==> src/rtl/sst_pkg.sv <==
// Package for the synchronous serial transmit unit: register map,
// field positions, reset values and shift clock constants.
// Assumes a 32-bit APB register bus with one register per aligned word.
package sst_pkg;

  // ==========================================================
  // Register byte offsets
  localparam logic [7:0] OFS_TX_STATUS_CONTROL = 8'h00;
  localparam logic [7:0] OFS_RX_STATUS_CONTROL = 8'h04;
  localparam logic [7:0] OFS_TRANSMIT_BUFFER   = 8'h08;
  localparam logic [7:0] OFS_BAUD_DIVISOR      = 8'h0c;
  localparam logic [7:0] OFS_WAKE_CONTROL      = 8'h10;

  // ==========================================================
  // Transmit status/control fields
  localparam int TXS_CLOCK_SOURCE_MASTER = 7;
  localparam int TXS_NINE_BIT_SELECT     = 6;
  localparam int TXS_TRANSMIT_ENABLE     = 5;
  localparam int TXS_SYNC_MODE           = 4;
  localparam int TXS_HIGH_BAUD_SELECT    = 2;
  localparam int TXS_SHIFT_REG_EMPTY     = 1;
  localparam int TXS_NINTH_BIT           = 0;

  // Receive status/control fields
  localparam int RXS_SERIAL_PORT_ENABLE  = 7;
  localparam int RXS_SINGLE_RX_ENABLE    = 5;
  localparam int RXS_CONT_RX_ENABLE      = 4;
  localparam int RXS_ADDRESS_DETECT      = 3;

  // Wake control fields
  localparam int WKC_TX_INT_ENABLE       = 0;
  localparam int WKC_PERIPH_INT_ENABLE   = 1;
  localparam int WKC_GLOBAL_INT_ENABLE   = 2;
  localparam int WKC_BUFFER_EMPTY_FLAG   = 4;

  // ==========================================================
  // Reset values
  localparam logic [7:0] TX_STATUS_RESET = 8'h02;
  localparam logic [7:0] RX_STATUS_RESET = 8'h00;
  localparam logic [7:0] TX_BUFFER_RESET = 8'h00;
  localparam logic [7:0] BAUD_RESET      = 8'h00;
  localparam logic [2:0] WAKE_RESET      = 3'h0;

  // Writable masks (read-only and reserved bits excluded)
  localparam logic [7:0] TX_STATUS_WMASK = 8'hf5;
  localparam logic [7:0] RX_STATUS_WMASK = 8'hf8;

  // ==========================================================
  // Character lengths and shift clock prescale
  localparam logic [3:0] BITS_NORMAL     = 4'h8;
  localparam logic [3:0] BITS_NINE       = 4'h9;
  localparam int         LOW_SPEED_SHIFT = 2;

endpackage

==> src/rtl/shift_clock_if.sv <==
// Interface between the transmit core and the shift clock unit.
// Assumes both ends run on pclk.
`timescale 1ns/1ps
interface shift_clock_if;
  logic       master;
  logic       busy;
  logic       halt;
  logic       high_baud;
  logic [7:0] divisor;
  logic       lead;
  logic       trail;
  logic       clk_level;

  modport core
  (
    output master,
    output busy,
    output halt,
    output high_baud,
    output divisor,
    input  lead,
    input  trail,
    input  clk_level
  );

  modport clk_side
  (
    input  master,
    input  busy,
    input  halt,
    input  high_baud,
    input  divisor,
    output lead,
    output trail,
    output clk_level
  );
endinterface

==> src/rtl/sync_serial_tx_unit.sv <==
// Synchronous serial transmit unit with APB register access.
// Assumes pclk at 250 MHz, halt_in from core logic on pclk,
// and pins resolved outside from the active-low output enables.
//
// Contract
// - sync plus master bit selects bus master
// - sync with master bit clear takes pin clock
// - transmit only while both receive enables clear
// - unit works only with port enable set
// - characters carry data bits, no framing
// - master drives clock pin, driver auto enabled
// - data changes on leading clock edge
// - one clock cycle per data bit only
// - master transmit drives data pin automatically
// - buffer write starts; waits while shifter busy
// - empty shifter loads at once, then shifts
// - bit held from leading edge to next
// - shift register has no software access
// - slave transmit matches master except halt
// - halt slave: second byte waits, flag later
// - flag during halt wakes; routine needs global
// - nine-bit mode sends ninth bit as MSB
// - transmission only while transmit enable set
// - slave shifts only on master clock
// - shared data line never transmit and receive
`timescale 1ns/1ps
module sync_serial_tx_unit
  import sst_pkg::*;
(
  input  wire logic        pclk,
  input  wire logic        presetn,
  input  wire logic        psel,
  input  wire logic        penable,
  input  wire logic        pwrite,
  input  wire logic [7:0]  paddr,
  input  wire logic [31:0] pwdata,
  output logic      [31:0] prdata,
  output logic             pready,
  output logic             pslverr,
  input  wire logic        halt_in,
  output logic             wake_out,
  output logic             isr_call_out,
  input  wire logic        clock_pin_in,
  output logic             clock_pin_out,
  output logic             clock_pin_oe_n,
  input  wire logic        data_pin_in,
  output logic             data_pin_out,
  output logic             data_pin_oe_n
);
  import sst_pkg::*;

  // ==========================================================
  // Configuration registers
  logic [7:0] tx_status_reg;
  logic [7:0] rx_status_reg;
  logic [7:0] baud_divisor_reg;
  logic [2:0] wake_ctrl_reg;

  wire clock_source_master         = tx_status_reg[TXS_CLOCK_SOURCE_MASTER];
  wire nine_bit_transmit_select    = tx_status_reg[TXS_NINE_BIT_SELECT];
  wire transmit_enable             = tx_status_reg[TXS_TRANSMIT_ENABLE];
  wire sync_mode                   = tx_status_reg[TXS_SYNC_MODE];
  wire high_baud_select            = tx_status_reg[TXS_HIGH_BAUD_SELECT];
  wire ninth_transmit_bit          = tx_status_reg[TXS_NINTH_BIT];
  wire serial_port_enable          = rx_status_reg[RXS_SERIAL_PORT_ENABLE];
  wire single_receive_enable       = rx_status_reg[RXS_SINGLE_RX_ENABLE];
  wire continuous_receive_enable   = rx_status_reg[RXS_CONT_RX_ENABLE];
  wire transmit_interrupt_enable   = wake_ctrl_reg[WKC_TX_INT_ENABLE];
  wire peripheral_interrupt_enable = wake_ctrl_reg[WKC_PERIPH_INT_ENABLE];
  wire global_interrupt_enable     = wake_ctrl_reg[WKC_GLOBAL_INT_ENABLE];

  // ==========================================================
  // Mode decode
  wire unit_on      = serial_port_enable & sync_mode;
  wire receive_mode = single_receive_enable | continuous_receive_enable;
  wire transmit_mode = unit_on & ~receive_mode;
  wire tx_on        = transmit_mode & transmit_enable;
  wire is_master    = clock_source_master;

  // ==========================================================
  // APB decode
  wire setup_phase = psel & ~penable;
  wire access_wr   = psel & penable & pwrite;
  wire hit_txs     = (paddr == OFS_TX_STATUS_CONTROL);
  wire hit_rxs     = (paddr == OFS_RX_STATUS_CONTROL);
  wire hit_tbuf    = (paddr == OFS_TRANSMIT_BUFFER);
  wire hit_baud    = (paddr == OFS_BAUD_DIVISOR);
  wire hit_wake    = (paddr == OFS_WAKE_CONTROL);
  wire mapped      = hit_txs | hit_rxs | hit_tbuf | hit_baud | hit_wake;
  wire wr_txs      = access_wr & hit_txs;
  wire wr_rxs      = access_wr & hit_rxs;
  wire wr_tbuf     = access_wr & hit_tbuf;
  wire wr_baud     = access_wr & hit_baud;
  wire wr_wake     = access_wr & hit_wake;

  assign pready  = 1'b1;
  assign pslverr = psel & penable & ~mapped;

  // ==========================================================
  // Transmit path state
  logic [8:0] tbuf_reg;
  logic       tbuf_full_reg;
  logic [8:0] tsr_reg;
  logic       tsr_busy_reg;
  logic       started_reg;
  logic [3:0] bit_cnt_reg;
  logic       flag_last_reg;
  logic       wake_reg;
  logic       isr_call_reg;
  logic [31:0] prdata_reg;

  wire       transmit_buffer_empty_flag = ~tbuf_full_reg;
  wire       shift_register_empty       = ~tsr_busy_reg;
  wire [3:0] char_bits = nine_bit_transmit_select ? BITS_NINE : BITS_NORMAL;
  wire       load_tsr  = tx_on & tbuf_full_reg & ~tsr_busy_reg;
  wire [3:0] bit_cnt_next = bit_cnt_reg + 4'h1;

  // ==========================================================
  // Shift clock unit
  shift_clock_if sc_bus ();

  assign sc_bus.master    = is_master;
  assign sc_bus.busy      = tsr_busy_reg & tx_on;
  assign sc_bus.halt      = halt_in;
  assign sc_bus.high_baud = high_baud_select;
  assign sc_bus.divisor   = baud_divisor_reg;

  shift_clock_unit u_clock
  (
    .pclk         (pclk),
    .presetn      (presetn),
    .clock_pin_in (clock_pin_in),
    .sc           (sc_bus.clk_side)
  );

  wire lead_edge  = sc_bus.lead & tsr_busy_reg & tx_on;
  wire trail_edge = sc_bus.trail & tsr_busy_reg & tx_on;
  wire last_trail = trail_edge & (bit_cnt_next == char_bits);

  // ==========================================================
  // Register writes
  always_ff @(posedge pclk or negedge presetn)
  begin
    if (!presetn)
    begin
      tx_status_reg    <= TX_STATUS_RESET & TX_STATUS_WMASK;
      rx_status_reg    <= RX_STATUS_RESET;
      baud_divisor_reg <= BAUD_RESET;
      wake_ctrl_reg    <= WAKE_RESET;
    end
    else
    begin
      if (wr_txs)
        tx_status_reg <= pwdata[7:0] & TX_STATUS_WMASK;
      if (wr_rxs)
        rx_status_reg <= pwdata[7:0] & RX_STATUS_WMASK;
      if (wr_baud)
        baud_divisor_reg <= pwdata[7:0];
      if (wr_wake)
        wake_ctrl_reg <= pwdata[2:0];
    end
  end

  // ==========================================================
  // Transmit buffer: ninth bit captured with the low byte
  always_ff @(posedge pclk or negedge presetn)
  begin
    if (!presetn)
    begin
      tbuf_reg      <= {1'b0, TX_BUFFER_RESET};
      tbuf_full_reg <= 1'b0;
    end
    else
    begin
      if (wr_tbuf)
      begin
        tbuf_reg      <= {ninth_transmit_bit, pwdata[7:0]};
        tbuf_full_reg <= 1'b1;
      end
      else if (load_tsr)
      begin
        tbuf_full_reg <= 1'b0;
      end
    end
  end

  // ==========================================================
  // Shift register, not reachable from the bus
  always_ff @(posedge pclk or negedge presetn)
  begin
    if (!presetn)
    begin
      tsr_reg      <= 9'h000;
      tsr_busy_reg <= 1'b0;
      started_reg  <= 1'b0;
      bit_cnt_reg  <= 4'h0;
    end
    else if (!tx_on)
    begin
      tsr_busy_reg <= 1'b0;
      started_reg  <= 1'b0;
      bit_cnt_reg  <= 4'h0;
    end
    else if (load_tsr)
    begin
      tsr_reg      <= tbuf_reg;
      tsr_busy_reg <= 1'b1;
      started_reg  <= 1'b0;
      bit_cnt_reg  <= 4'h0;
    end
    else
    begin
      if (lead_edge)
      begin
        started_reg <= 1'b1;
        if (started_reg)
          tsr_reg <= {1'b0, tsr_reg[8:1]};
      end
      if (trail_edge)
      begin
        bit_cnt_reg <= bit_cnt_next;
        if (last_trail)
          tsr_busy_reg <= 1'b0;
      end
    end
  end

  // ==========================================================
  // Wake from halt on a rising buffer-empty flag
  wire flag_rise = transmit_buffer_empty_flag & ~flag_last_reg;
  wire wake_now  = halt_in & flag_rise & peripheral_interrupt_enable
                 & transmit_interrupt_enable;

  always_ff @(posedge pclk or negedge presetn)
  begin
    if (!presetn)
    begin
      flag_last_reg <= 1'b1;
      wake_reg      <= 1'b0;
      isr_call_reg  <= 1'b0;
    end
    else
    begin
      flag_last_reg <= transmit_buffer_empty_flag;
      wake_reg      <= wake_now;
      isr_call_reg  <= wake_now & global_interrupt_enable;
    end
  end

  assign wake_out     = wake_reg;
  assign isr_call_out = isr_call_reg;

  // ==========================================================
  // Read data, captured in the setup phase
  wire [7:0] tx_status_view = {tx_status_reg[7:2], shift_register_empty,
                               tx_status_reg[0]};
  wire [7:0] wake_view      = {3'h0, transmit_buffer_empty_flag, 1'b0, wake_ctrl_reg};
  wire [7:0] read_byte      = hit_txs  ? tx_status_view   :
                              hit_rxs  ? rx_status_reg    :
                              hit_baud ? baud_divisor_reg :
                              hit_wake ? wake_view        : 8'h00;

  always_ff @(posedge pclk or negedge presetn)
  begin
    if (!presetn)
      prdata_reg <= 32'h0000_0000;
    else if (setup_phase)
      prdata_reg <= {24'h00_0000, read_byte};
  end

  assign prdata = prdata_reg;

  // ==========================================================
  // Pin drivers, enables active low
  assign clock_pin_out  = sc_bus.clk_level;
  assign clock_pin_oe_n = ~(unit_on & is_master);
  assign data_pin_out   = tsr_reg[0];
  assign data_pin_oe_n  = ~tx_on;

endmodule

==> src/rtl/shift_clock_unit.sv <==
// Shift clock unit: makes the master shift clock from the baud divisor,
// or finds the edges of the clock pin in slave mode.
// Assumes the clock pin input is asynchronous to pclk and idles low.
`timescale 1ns/1ps
module shift_clock_unit
  import sst_pkg::*;
(
  input  wire logic  pclk,
  input  wire logic  presetn,
  input  wire logic  clock_pin_in,
  shift_clock_if.clk_side sc
);

  // ==========================================================
  // Slave clock synchroniser and edge finder
  logic        pin_meta_reg;
  logic        pin_sync_reg;
  logic        pin_last_reg;
  wire         slave_lead  = pin_sync_reg & ~pin_last_reg;
  wire         slave_trail = ~pin_sync_reg & pin_last_reg;

  always_ff @(posedge pclk or negedge presetn)
  begin
    if (!presetn)
    begin
      pin_meta_reg <= 1'b0;
      pin_sync_reg <= 1'b0;
      pin_last_reg <= 1'b0;
    end
    else
    begin
      pin_meta_reg <= clock_pin_in;
      pin_sync_reg <= pin_meta_reg;
      pin_last_reg <= pin_sync_reg;
    end
  end

  // ==========================================================
  // Master divider: half period from divisor and speed select
  logic [10:0] half_cnt_reg;
  logic        clk_out_reg;
  wire  [10:0] div_plus   = {3'h0, sc.divisor} + 11'h001;
  wire  [10:0] half_count = sc.high_baud ? div_plus : 11'(div_plus << LOW_SPEED_SHIFT);
  wire         half_done  = (half_cnt_reg == half_count - 11'h001);
  wire         run_tick   = sc.master & sc.busy & ~sc.halt & half_done;
  // Edge strobes share the edge that moves the pin, so data and clock change together
  wire         m_lead     = run_tick & ~clk_out_reg;
  wire         m_trail    = run_tick & clk_out_reg;

  always_ff @(posedge pclk or negedge presetn)
  begin
    if (!presetn)
    begin
      half_cnt_reg <= 11'h000;
      clk_out_reg  <= 1'b0;
    end
    else
    begin
      if (!sc.master || !sc.busy)
      begin
        half_cnt_reg <= 11'h000;
        clk_out_reg  <= 1'b0;
      end
      else if (!sc.halt)
      begin
        if (half_done)
        begin
          half_cnt_reg <= 11'h000;
          clk_out_reg  <= ~clk_out_reg;
        end
        else
        begin
          half_cnt_reg <= half_cnt_reg + 11'h001;
        end
      end
    end
  end

  assign sc.lead      = sc.master ? m_lead : slave_lead;
  assign sc.trail     = sc.master ? m_trail : slave_trail;
  assign sc.clk_level = clk_out_reg;

endmodule

==> config.mk <==
export PLATFORM = sky130hd
export DESIGN_NAME = sync_serial_tx_unit
export DESIGN_NICKNAME = d
export VERILOG_FILES = /design/src/rtl/sst_pkg.sv /design/src/rtl/shift_clock_if.sv /design/src/rtl/sync_serial_tx_unit.sv /design/src/rtl/shift_clock_unit.sv
export SDC_FILE = /design/constraint.sdc
export NUM_CORES = 1
export LEC_CHECK = 0
export BUFFER_PORTS_ARGS = -buffer_cell sky130_fd_sc_hd__buf_4
export CAP_MARGIN = 30
export CORE_UTILIZATION = 50
export CTS_CLUSTER_SIZE = 8
export DETAILED_ROUTE_END_ITERATION = 6
export PLACE_DENSITY = 0.76
export SLEW_MARGIN = 20
export SYNTH_ARGS = -nofsm -noshare
export SYNTH_HDL_FRONTEND = slang
export SYNTH_HIERARCHICAL = 1
export SYNTH_SLANG_ARGS = --single-unit
export TNS_END_PERCENT = 10
==> constraint.sdc <==
create_clock -name pclk -period 4 [get_ports pclk]
set_clock_uncertainty 0.05 [all_clocks]
set_input_delay 0.8 -clock pclk [delete_from_list [all_inputs] [get_ports pclk]]
set_output_delay 0.8 -clock pclk [all_outputs]
set_load 0.01 [all_outputs]
---- Word-level counts from Yosys, hierarchy flattened ----
Index checks and enable logic that the tools add are counted.
word-level totals
  bits in registers ....................... 73
  bits in latches ......................... 0
  memory bits (writable) .................. 0
  bits in read-only memories .............. 0
  bits of input ports ..................... 48
  output and inout port bits .............. 40
  memories ................................ 0
cells by class
  add/sub/neg operators ................... 4
  $mul .................................... 0
  divide/modulo/power cells ............... 0
  $lt $le $gt $ge ......................... 0
  equality and inequality tests ........... 10
  shift-type cells ........................ 0
  muxes and demuxes ....................... 29
  bitwise logic cells ..................... 50
  reduce and logical (&&, ||, !) cells .... 11
operators with widths
  cell                                                    count
  two-way mux 11 bit                                      4
  AND 1 bit                                               33
  two-way mux 9 bit                                       3
  two-way mux 8 bit                                       3
  equality test 8 x 4 -> 1 bit (second input constant)    2
  two-way mux 1 bit                                       15
  two-way mux 4 bit                                       3
  inverter 1 bit                                          12
  adder 11 x 1 -> 11 bit (second input constant)          1
  equality test 11 bit                                    1
  subtractor 11 x 1 -> 11 bit (second input constant)     1
  adder 8 x 1 -> 9 bit (second input constant)            1
  inequality test 3 x 1 -> 1 bit (second input constant)  3
  equality test 8 x 3 -> 1 bit (second input constant)    1
  equality test 8 x 5 -> 1 bit (second input constant)    1
  logical NOT 8 bit                                       1
  nonzero test 2 bit                                      4
  two-way mux 5 bit                                       1
  bitwise OR 1 bit                                        5
  adder 4 x 1 -> 4 bit (second input constant)            1
  equality test 4 bit                                     1
  AND reduction 2 bit                                     2
  AND reduction 3 bit                                     1
  logical NOT 1 bit                                       2
  other kinds (2)                                         2

---- Logic depth before layout (Yosys ltp) ----
  depth after elaboration ................. 17
  gate-level depth with buffers ........... 18
  mapped depth without buffers ............ 15

---- Cells and area by module ----
The synthesis kept the hierarchy.
by module, submodules not included
  module               instances  cells an instance  area an instance (µm²)  seq. area each (µm²)
  sync_serial_tx_unit  1          246                2,806.4                 1,452.6
  shift_clock_unit     1          208                1,770.4                 375.4

---- Worst setup path before layout ----
OpenSTA, ideal clock, no wires.
  path kind ............................... register to register
  start point ............................. register tx_status_reg[2]
  end point ............................... register tsr_reg[6]
  setup time .............................. 77 ps
  arrival time ............................ 3,560 ps
  data required time ...................... 3,873 ps
  slack ................................... 312 ps
  stages on the path, launching flop included .. 17
  period minus slack after synthesis ...... 3,688 ps
  cells stage by stage .................... dfrtp_1 > buf_4 > buf_4 > buf_2 > nand2_1 > ha_1 > nor2b_1 > xnor3_1 > a2bb2oi_1 > or4_4 > nor4_4 > a21o_1 > nand3_1 > a211oi_2 > clkbuf_1 > nor2_1 > a21oi_1
on the way
  cells in the longest elaborated chain, start to end .. 10
ends and longest elaborated chain
  element                               RTL line                    RTL
  from (decl)                           sync_serial_tx_unit.sv:54   logic [7:0] tx_status_reg;
  from (signal assigned)                sync_serial_tx_unit.sv:146  tx_status_reg <= TX_STATUS_RESET & TX_STATUS_WMASK;
  from (signal assigned)                sync_serial_tx_unit.sv:154  tx_status_reg <= pwdata[7:0] & TX_STATUS_WMASK;
  two-way mux 11 bit                    shift_clock_unit.sv:43      wire [10:0] half_count = sc.high_baud ? div_plus : 11'(div_plus << LOW_SPEED_SHIFT);
  subtractor 11 x 1 -> 11 bit           shift_clock_unit.sv:44      wire half_done = (half_cnt_reg == half_count - 11'h001);
  equality test 11 bit                  shift_clock_unit.sv:44
  AND 1 bit                             shift_clock_unit.sv:45      wire run_tick = sc.master & sc.busy & ~sc.halt & half_done;
  AND 1 bit                             shift_clock_unit.sv:47      wire m_lead = run_tick & ~clk_out_reg;
  two-way mux 1 bit                     shift_clock_unit.sv:79      assign sc.lead = sc.master ? m_lead : slave_lead;
  via sc_bus.lead                       shift_clock_if.sv:10        logic lead;
  AND 1 bit (2 in series)               sync_serial_tx_unit.sv:136  wire lead_edge = sc_bus.lead & tsr_busy_reg & tx_on;
  nonzero test 2 bit (no source line)   n/a
  AND reduction 3 bit (no source line)  n/a
  to (signal assigned)                  sync_serial_tx_unit.sv:206  tsr_reg <= tbuf_reg;
  to (signal assigned)                  sync_serial_tx_unit.sv:217  tsr_reg <= {1'b0, tsr_reg[8:1]};
  to (decl)                             sync_serial_tx_unit.sv:103  logic [8:0] tsr_reg;
The timed path passes the listed nets, and every way through them passes these cells.
A chain may end at the register's enable or synchronous reset.

---- Worst setup path after layout ----
  start point ............................. register baud_divisor_reg[1]
  end point ............................... register tsr_reg[7]
on the way
  cells in the longest elaborated chain, start to end .. 11
ends and longest elaborated chain
  element                               RTL line                    RTL
  from (decl)                           sync_serial_tx_unit.sv:56   logic [7:0] baud_divisor_reg;
  from (signal assigned)                sync_serial_tx_unit.sv:158  baud_divisor_reg <= pwdata[7:0];
  adder 8 x 1 -> 9 bit                  shift_clock_unit.sv:42      wire [10:0] div_plus = {3'h0, sc.divisor} + 11'h001;
  two-way mux 11 bit                    shift_clock_unit.sv:43
  subtractor 11 x 1 -> 11 bit           shift_clock_unit.sv:44
  equality test 11 bit                  shift_clock_unit.sv:44
  AND 1 bit                             shift_clock_unit.sv:45
  AND 1 bit                             shift_clock_unit.sv:47
  two-way mux 1 bit                     shift_clock_unit.sv:79
  via sc_bus.lead                       shift_clock_if.sv:10
  AND 1 bit (2 in series)               sync_serial_tx_unit.sv:136
  nonzero test 2 bit (no source line)   n/a
  AND reduction 3 bit (no source line)  n/a
The timed path passes the listed nets, and every way through them passes these cells.

==> results_dict.tcl <==
set metrics [dict create \
    top_level_ports 88 \
    maxCapViolations 0 \
    hold_buffers 0 \
    clk_path_buf_depth 2 \
    wl_per_cell_um 16.31 \
    largest_reg_flops 11 \
    die_area_um2 9540 \
    gp_congestion 0.8382 \
    synth-edff-count 0 \
    nets 536 \
    grt_antenna_before_repair 0 \
    required_ps 4230 \
    wl_um 9736 \
    die_y_um 97.68 \
    cts-root-buf "clkbuf_8" \
    layout_commonest_cell "dfrtp_1" \
    grt_pass1_vias 3292 \
    core_region_area_um2 8806 \
    hpwl_um 7064 \
    failed_checks "design-rule violations" \
    syn_area_um2 4577 \
    ys_types 79 \
    ant_nets 0 \
    rows 34 \
    vdd_drop_max_uv 247.2 \
    drtPass1Iterations 7 \
    cts_buffers 9 \
    crit_start "baud_divisor_reg[1]" \
    r2r_cells 14 \
    crit_family "simple AND/OR/NAND/NOR gates" \
    cp.arrival_ps 3920 \
    cts_max_level 3 \
    final.setup.tns_ps 0 \
    synth-warning-count 6 \
    fin_crit_sh 0.9235 \
    layoutNonFillerInstCount 597 \
    seq_area_frac_synth 0.3994 \
    clk_latency_ps 360 \
    critical_path_cell_count 14 \
    place_inst 577 \
    syn_area_per_cell_um2 10.08 \
    crit_end "tsr_reg[7]" \
    ys.flop_type "dfrtp_1" \
    yosysTopAreaCell "dfrtp_1" \
    n_antenna_cell 0 \
    worst_pin_slew_ps 698.2 \
    synthArstFlopShare 1.000 \
    synthTopCellsByArea "dfrtp_1 (39%), mux2_2 (8.6%), buf_4 (4.8%), nor2_1 (2.7%), xnor2_1 (2.7%)" \
    finalSetupViolCount 0 \
    reg2reg_setup_slack_ps 310 \
    fin_crit_ps 3694 \
    startpoint_type "register" \
    timing.rr.end "tsr_reg[7]" \
    vias 3472 \
    hold_path.class "primary input to async pin" \
    yosys.area.top_type_share 0.3937 \
    final_cell_mix "dfrtp_1 (71), buf_4 (45), mux2_2 (35)" \
    grtUsageTotal 0.2120 \
    status "finished with violations" \
    grt-ovfl-total 0 \
    hold_violations 0 \
    maxSlewViolCount 0 \
    clkSinkCount 73 \
    numPortBuffers 37 \
    crit_path_cell_trace "ha_2, and4_1, a21boi_1, nor4_4, o211ai_2, nor4_2, o22ai_2, nor4_4, a21o_1, nand3_1, a211oi_2, buf_4, nor2_1, a21oi_1" \
    grt_max_degree 74 \
    cp_common_cell "nor4_4" \
    power_density_nw_per_um2 296.0 \
    critPathMaxFanout 16 \
    crit_type "register to register" \
    clk_pin_slew_ps 90 \
    initial_utilization 0.5197 \
    grt_setup_unrepaired "no" \
    max_slew_margin 0.5286 \
    drive_gt1_frac 0.2474 \
    placed_area_um2 4786 \
    final_cell_area_um2 5056 \
    crit_buf_inv 1 \
    cts_tree "built" \
    ys_ff_latch 73 \
    rr_startpoint "baud_divisor_reg[1]" \
    cpPeakStageDelay_ps 440 \
    grt_first_pass_wirelength_um 15970 \
    area_delta_synth_final_pct 10.47 \
    power_leakage_nw 2.262 \
    vias_per_cell 5.816 \
    cp_slowest_cell "dfrtp_1" \
    die_width_um 97.68 \
    final_core_util 0.5742 \
    drtIter0Drc 247 \
    fmax_mhz 270.7 \
    syn-instance-count 454 \
    drc_errors 6 \
    end_kind "register" \
]
[timing repair]
item / 4_1_cts / 5_1_grt
gates resized for setup: 0 / 4
buffers inserted: 0 / 3
endpoints found under the setup margin: 0 / 9
[layer usage]
metal  track usage  routed length, µm  vias up
li1              -                  -     1658
met1        0.2777               4392     1690
met2        0.3437               4762      105
met3       0.04460                395       19
met4       0.08275                185        0
met5             0                  0        -
[synthesized netlist by cell type (7+ instances only)]
library cell / instances
mux2_2: 35
xor2_1: 13
xnor2_1: 14
mux2i_1: 12
buf_2: 7
dfrtp_1: 72
nand3_1: 17
a21oi_1: 17
nor3_1: 16
nor2_1: 33
clkbuf_1: 9
inv_1: 9
nand2_1: 28
buf_4: 29
nand2b_1: 8
nand4_1: 8
[kinds of logic (layout without fill, tap and decap cells)]
family	Yosys count	in the layout	share of synthesized area
buffers and inverters	59	71	0.07900
AO/OA/AOI/OAI	81	81	0.1372
other	2	25	0.001641
XOR/XNOR	29	29	0.06014
multiplexers	48	48	0.1148
adder cells (fa/ha/maj)	4	4	0.01094
AND/OR/NAND/NOR	158	158	0.1968
flip-flops	73	73	0.3994
[report_power, final]
| part | switching [W] | total [W] | internal [W] | leakage, nW |
|---|---|---|---|---|
| Combinational | 0.0000722 | 0.000123 | 0.0000509 | 1.20 |
| Sequential | 0.0000104 | 0.000758 | 0.000748 | 0.959 |
| Clock | 0.000317 | 0.000616 | 0.000299 | 0.0988 |
[worst min path at each step]
stage | from | end
2_1_floorplan | u_clock/pin_meta_reg | u_clock/pin_sync_reg
3_3_place_gp | u_clock/pin_meta_reg | u_clock/pin_sync_reg
3_5_place_dp | u_clock/pin_meta_reg | u_clock/pin_sync_reg
4_1_cts | u_clock/pin_meta_reg | u_clock/pin_sync_reg
5_1_grt | presetn | u_clock/half_cnt_reg[0]
6_report | presetn | u_clock/half_cnt_reg[5]
[area by class of cell]
class	count	area, µm²
sequential	73	1829
tap	108	135.1
clock buffer	9	123.9
inverter	9	33.78
multi-input combinational	345	2486
timing repair buffer	46	365.4
fill	753	3750
clock inverter	7	82.58
[metrics by stage]
step / setup slack (ps) / power (W) / hold WS [ps]
after floorplan: 312.3 / 0.0008502 / 281.2
after global placement: 230.3 / 0.0008858 / 289.3
after detailed placement: 196.5 / 0.0008887 / 286.3
after CTS: 166.1 / 0.001505 / 306.1
after global routing: 21.64 / 0.001553 / 249.2
final: 305.8 / 0.001497 / 254.8
(Power assumes the default switching activity.)
